===== src/design/skip_call_map.svh =====
// constants for the bit-test skip and call decoder
// assumes inclusion by bare name from the package; the modules only use its macros
`ifndef SKIP_CALL_MAP_SVH
`define SKIP_CALL_MAP_SVH

`define OPC_HI          11
`define OPC_LO          8
`define OPC_SKIP_SET    4'h7
`define OPC_CALL        4'h9
`define BSEL_HI         7
`define BSEL_LO         5
`define FADDR_HI        4
`define FADDR_LO        0
`define LIT_HI          7
`define LIT_LO          0
`define PAGE_SRC_HI     6
`define PAGE_SRC_LO     5
`define PC_PAGE_HI      10
`define PC_PAGE_LO      9
`define PC_BIT8         8
`define PC_RESET        11'h000
`define PC_INC          11'h001
`define WORD_NOP        12'h000
`define FADDR_RESET     5'h00
`define RST_SYNC_RESET  2'h0

`endif


===== src/design/skip_call_pkg.sv =====
// types shared by the decoder and its return stack
// assumes skip_call_map.svh is on the include path
package skip_call_pkg;
	`include "skip_call_map.svh"

	typedef logic [11:0] word_t;
	typedef logic [10:0] pc_t;
	typedef logic [4:0]  faddr_t;

	typedef enum logic [1:0] {
		ST_RUN = 2'b01,
		ST_NOP = 2'b10
	} exec_state_e;
endpackage : skip_call_pkg


===== src/design/skip_call_core.sv =====
// bit-test skip and subroutine call decode and execute
// assumes combinational program memory and register file reads on core_clk
module skip_call_core
	import skip_call_pkg::*;
#(
	parameter int STACK_DEPTH = 2
) (
	input  wire logic        core_clk,
	input  wire logic        rst_n,
	input  wire word_t       instr_word,
	input  wire logic [7:0]  reg_rdata,
	input  wire logic [7:0]  status_in,
	output pc_t              fetch_addr,
	output faddr_t           reg_addr,
	output pc_t              stack_top,
	output logic             nop_slot,
	output logic             skip_taken,
	output logic             call_taken
);
	// reset release
	logic [1:0] rst_sync_q;
	logic       rst_core_n;

	always_ff @(posedge core_clk or negedge rst_n) begin
		if (!rst_n) begin
			rst_sync_q <= `RST_SYNC_RESET;
		end else begin
			rst_sync_q <= {rst_sync_q[0], 1'b1};
		end
	end

	assign rst_core_n = rst_sync_q[1];

	// execute state
	exec_state_e state_q;
	exec_state_e state_d;
	word_t       ir_q;
	word_t       ir_d;
	pc_t         pc_q;
	pc_t         pc_d;
	faddr_t      faddr_q;
	faddr_t      faddr_d;
	logic        skip_q;
	logic        skip_d;
	logic        call_q;
	logic        call_d;
	logic        nop_q;
	logic        nop_d;

	logic        is_skip;
	logic        is_call;
	logic        bit_set;
	logic        push_en;
	logic [2:0]  bsel;

	always_comb begin
		bsel    = ir_q[`BSEL_HI:`BSEL_LO];
		bit_set = reg_rdata[bsel];
		is_skip = (state_q == ST_RUN) && (ir_q[`OPC_HI:`OPC_LO] == `OPC_SKIP_SET);
		is_call = (state_q == ST_RUN) && (ir_q[`OPC_HI:`OPC_LO] == `OPC_CALL);
		push_en = is_call;
	end

	always_comb begin
		state_d = ST_RUN;
		ir_d    = instr_word;
		faddr_d = instr_word[`FADDR_HI:`FADDR_LO];
		pc_d    = pc_q + `PC_INC;
		skip_d  = 1'b0;
		call_d  = 1'b0;
		nop_d   = 1'b0;
		case (state_q)
			ST_RUN: begin
				if (is_skip && bit_set) begin
					state_d = ST_NOP;
					skip_d  = 1'b1;
				end else if (is_call) begin
					state_d = ST_NOP;
					call_d  = 1'b1;
					pc_d[`LIT_HI:`LIT_LO]         = ir_q[`LIT_HI:`LIT_LO];
					pc_d[`PC_PAGE_HI:`PC_PAGE_LO] = status_in[`PAGE_SRC_HI:`PAGE_SRC_LO];
					pc_d[`PC_BIT8]                = 1'b0;
				end
			end
			ST_NOP: begin
				nop_d = 1'b1;
			end
			default: begin
				state_d = ST_RUN;
			end
		endcase
	end

	always_ff @(posedge core_clk or negedge rst_core_n) begin
		if (!rst_core_n) begin
			state_q <= ST_RUN;
			ir_q    <= `WORD_NOP;
			pc_q    <= `PC_RESET;
			faddr_q <= `FADDR_RESET;
			skip_q  <= 1'b0;
			call_q  <= 1'b0;
			nop_q   <= 1'b0;
		end else begin
			state_q <= state_d;
			ir_q    <= ir_d;
			pc_q    <= pc_d;
			faddr_q <= faddr_d;
			skip_q  <= skip_d;
			call_q  <= call_d;
			nop_q   <= nop_d;
		end
	end

	// push carries the prefetch address, the word after the call
	return_stack #(
		.DEPTH     (STACK_DEPTH)
	) u_stack (
		.core_clk  (core_clk),
		.rst_n     (rst_core_n),
		.push_en   (push_en),
		.push_data (pc_q),
		.top       (stack_top)
	);

	assign fetch_addr = pc_q;
	assign reg_addr   = faddr_q;
	assign skip_taken = skip_q;
	assign call_taken = call_q;
	assign nop_slot   = nop_q;
endmodule : skip_call_core


===== src/design/return_stack.sv =====
// circular return stack with registered top of stack
// assumes reset already synchronised to core_clk by the caller
module return_stack
	import skip_call_pkg::*;
#(
	parameter int DEPTH = 2
) (
	input  wire logic core_clk,
	input  wire logic rst_n,
	input  wire logic push_en,
	input  wire pc_t  push_data,
	output pc_t       top
);
	localparam int PW = (DEPTH > 1) ? $clog2(DEPTH) : 1;
	localparam logic [PW-1:0] LAST = PW'(DEPTH - 1);
	localparam logic [PW-1:0] ONE  = PW'(1);
	localparam logic [PW-1:0] ZERO = PW'(0);

	logic [PW-1:0] wr_ptr_q;
	logic [PW-1:0] wr_ptr_d;
	logic [PW-1:0] top_ptr;
	pc_t           entry_q [DEPTH];
	pc_t           top_q;
	pc_t           top_d;

	// write pointer wraps so the oldest entry is overwritten
	always_comb begin
		wr_ptr_d = wr_ptr_q;
		if (push_en) begin
			wr_ptr_d = (wr_ptr_q == LAST) ? ZERO : wr_ptr_q + ONE;
		end
		top_ptr = (wr_ptr_q == ZERO) ? LAST : wr_ptr_q - ONE;
		top_d = push_en ? push_data : entry_q[top_ptr];
	end

	always_ff @(posedge core_clk or negedge rst_n) begin
		if (!rst_n) begin
			wr_ptr_q <= ZERO;
			top_q    <= `PC_RESET;
		end else begin
			wr_ptr_q <= wr_ptr_d;
			top_q    <= top_d;
		end
	end

	genvar i;
	generate
		for (i = 0; i < DEPTH; i++) begin : g_entry
			pc_t entry_d;
			always_comb begin
				entry_d = (push_en && wr_ptr_q == PW'(i)) ? push_data : entry_q[i];
			end
			always_ff @(posedge core_clk or negedge rst_n) begin
				if (!rst_n) begin
					entry_q[i] <= `PC_RESET;
				end else begin
					entry_q[i] <= entry_d;
				end
			end
		end
	endgenerate

	assign top = top_q;
endmodule : return_stack


===== config.mk =====
export PLATFORM = sky130hd
export DESIGN_NAME = skip_call_core
export DESIGN_NICKNAME = d
export VERILOG_FILES = /design/src/design/skip_call_pkg.sv /design/src/design/skip_call_core.sv /design/src/design/return_stack.sv
export VERILOG_INCLUDE_DIRS = /design/src /design/src/design
export SDC_FILE = /design/constraint.sdc
export NUM_CORES = 1
export LEC_CHECK = 0
export BUFFER_PORTS_ARGS = -buffer_cell sky130_fd_sc_hd__buf_2
export CAP_MARGIN = 30
export CORE_MARGIN = 4
export CORE_UTILIZATION = 48
export CTS_CLUSTER_DIAMETER = 80
export DETAILED_ROUTE_END_ITERATION = 8
export PLACE_DENSITY = 0.75
export SYNTH_ARGS = -nofsm -noshare
export SYNTH_HDL_FRONTEND = slang
export SYNTH_HIERARCHICAL = 1
export SYNTH_SLANG_ARGS = --single-unit

===== constraint.sdc =====
create_clock -name core_clk -period 2.08 [get_ports core_clk]
set_clock_uncertainty 0.15 [all_clocks]
set_input_delay 0.312 -clock core_clk [delete_from_list [all_inputs] [get_ports core_clk]]
set_output_delay 0.312 -clock core_clk [all_outputs]
set_load 0.01 [all_outputs]

==> run metrics <==
Yosys cell types=36; synthesis-to-layout area growth=24.85%; multi-input logic area=a little over 900 um2; switch share=0.3096; Critical Setup Path Class=flip-flop to flip-flop; CP required=roughly 2.1 ns; GR Util All Layers=0.1739; syn nets=230; Relative slew margins=0.6199; most frequent cells in the layout=dfrtp_1, buf_2, nand2_1, dlygate4sd3_1; final worst slack=-0.05423 ns; RePlAce Congestion=0.7868; synthesized cell area=between 2000 and 3000 um2; Switching Power=roughly 1.3 mW; DIE HEIGHT=between 80 and 90 um; placed instance area=2952 um2; TritonCTS clock tree=built; endpoints failing hold=0; GRT Residual Overflow=0; Worst VDD drop=0.0006202 V; Seq pwr share=0.486; DP Cell Count=between 300 and 400; Fillers=411; largest net degree at the start of global routing=38; final instance area=~3300 um2; n_diodes=0; Mapped Avg Cell Area=13.26 um2; Initial DRC Count=49; num rows=26; Pins Over Slew Limit=0; Max FO, Critical Path=7; final cell count without fillers=approximately 350; clk sinks=64; clock transition at the registers of the reported paths=roughly 0.060 ns; Num CTS Buffers=9; vias in the first global route=approximately 1800; RSZ-0062 raised after global routing=yes; number of nets in the layout=303; Worst Setup End Kind=flip-flop; Chip Width=just over 80 um; Max Freq=468.6 MHz; pwr dens=between 1000 and 1500 nW/um2; clock root cell=clkbuf_8; die area=between 6000 and 7000 um2; Top-Level Pins=60; min Tclk post-route=roughly 2.1 ns; most common cell after layout, fill and taps aside=dfrtp_1; # DRC=0; Pint=between 2 and 3 mW; share of cells above drive strength 1=0.3899; WL/cell=approximately 14 um; Worst EP arrival=between 2 and 2.5 ns; Final Util=0.6329; Initial Util=0.5070; Worst Hold Class=primary input to flip-flop; Routed Antenna Nets=0; via count=between 1500 and 2000; H-tree levels=3; Logic pwr share=0.271; count of state elements after synthesis=between 60 and 70; Post-Syn Instances=around 200; antenna violations before repair=0; Leak=between 1.5 and 2 nW; DRT Pass-1 Iters=4; sequential area share after synthesis=0.6074; Period Utilization, post-route=1.026; Syn. warnings=6; core area=~5200 um2; Routed WL=approximately 4.9 mm; post-place setup slack=-0.08051 ns; first-pass GRT wire length=about 8.5 mm; input/output buffers=53; startpoint class of the critical path=flip-flop; max-cap viol count=0; CTS Buffer Depth=2; outcome=finished, violations left; vias per cell=between 4 and 5; worst-skew pair later-pin latency=around 0.33 ns; Detailed Place HPWL=~3.2 mm; failing checks=negative setup slack; Final setup viols=11; Least-Margin Pin Slew=0.5702 ns; clock power share=0.243; Storage cell area=between 1500 and 2000 um2
logic make-up after synthesis:
| family | synth area share |
|---|---|
| flops | 0.6074 |
| simple gates | 0.09673 |
| mux | 0.1641 |
| compound gates | 0.04505 |
| buf+inv | 0.05073 |
| xor+xnor | 0.02987 |
| fa+ha+maj | 0.004741 |
| other cells | 0.001421 |
power by group through the flow:
| stage | Combinational [mW] | Sequential [mW] | Clock (mW) |
|---|---|---|---|
| 2_1_floorplan | 0.729 | 2.05 | 0 |
| 3_3_place_gp | 1.08 | 2.03 | 0 |
| 3_5_place_dp | 1.12 | 2.05 | 0 |
| 4_1_cts | 1.14 | 2.03 | 1.04 |
| 5_1_grt | 1.26 | 2.09 | 1.11 |
| 6_report | 1.13 | 2.03 | 1.01 |
layout make-up:
| type | instances | share of cell area |
|---|---|---|
| Multi-Input combinational cell | 119 | 0.2754 |
| Inverter | 2 | 0.003038 |
| Clock inverter | 4 | 0.01367 |
| Timing Repair Buffer | 76 | 0.1504 |
| Sequential cell | 64 | 0.4869 |
| Clock buffer | 12 | 0.04406 |
| Tap cell | 70 | 0.02659 |
critical path, cell delays in order, from the launching register on:
cell and delay [ns]:
dfstp_2 0.53, nand3b_1 0.08, or4b_4 0.52, inv_4 0.09, nor2b_4 0.20, buf_12 0.15
mux2_4 0.30
per-stage QoR:
stage | hold WS, ns | setup TNS (ns) | power [mW]
global placement | -0.05284 | -0.6708 | 3.106
floorplan | -0.1336 | -2.637 | 2.779
detailed placement | -0.05180 | -1.203 | 3.165
global route | 0.03017 | -1.377 | 4.465
CTS | 0.02366 | -0.4935 | 4.217
finish | 0.04166 | -0.4756 | 4.172
metal layers:
layer  vias to the layer above  global-route usage  wire, um
met5                         -                   0         0
met4                         0             0.07973        81
met3                         7             0.06399       316
met2                        45              0.2868      2414
met1                       793              0.2019      2067
li1                        815                   -         -
Yosys cell counts, drive strengths merged:
| cell type | count | area share |
|---|---|---|
| dfrtp | 63 | 0.60 |
| nand2 | 26 | 0.038 |
| mux2 | 23 | 0.11 |
| o21ai | 20 | 0.038 |
| buf | 13 | 0.046 |
| mux2i | 11 | 0.042 |
| nand3 | 5 | 0.0095 |
| xnor2 | 5 | 0.017 |
| nor2 | 4 | 0.0057 |
| nor2b | 4 | 0.012 |
| xor2 | 4 | 0.013 |
| a21oi | 2 | 0.0038 |
| inv | 2 | 0.0028 |
| nor3 | 2 | 0.0038 |
| or3 | 2 | 0.0047 |
| a2111oi | 1 | 0.0033 |
| and3 | 1 | 0.0024 |
| clkbuf | 1 | 0.0014 |
| conb | 1 | 0.0014 |
| dfstp | 1 | 0.010 |
| ha | 1 | 0.0047 |
| mux4 | 1 | 0.0085 |
| nand3b | 1 | 0.0028 |
| nand4 | 1 | 0.0024 |
| nor3b | 1 | 0.0028 |
| nor4 | 1 | 0.0047 |
| or2 | 1 | 0.0024 |
| or4b | 1 | 0.0052 |
repair_timing:
action | CTS | global route
endpoints found under the hold margin | 14 | 0
hold buffers | 13 | 0
buffers inserted | 2 | 1
resized for setup | 2 | 0
setup endpoints to repair | 21 | 31
state kept, by name, indices dropped and copies added (netlist names), 2 cells and up:
signal,cells
fetch_addr,11
ir_q,8
reg_addr,4
rst_sync_q,2
state_q,2
u_stack/entry_q,22
u_stack/top,11
path summary, 6_finish.rpt:
check / start / endpoint / slack (ns) / cells past startpoint
min in group asynchronous: rst_sync_q[1] / ir_q[9] / 0.12 / 0
min: status_in[5] / fetch_addr[9] / 0.04 / 3
min reg2reg: rst_sync_q[1] / ir_q[9] / 0.12 / 0
max in group asynchronous: rst_sync_q[1] / u_stack/top[3] / 1.07 / 1
max: state_q[0] / u_stack/entry_q[17] / -0.05 / 6
max reg2reg: state_q[0] / u_stack/entry_q[17] / -0.05 / 6
Power figures use the tool's default switching activity.
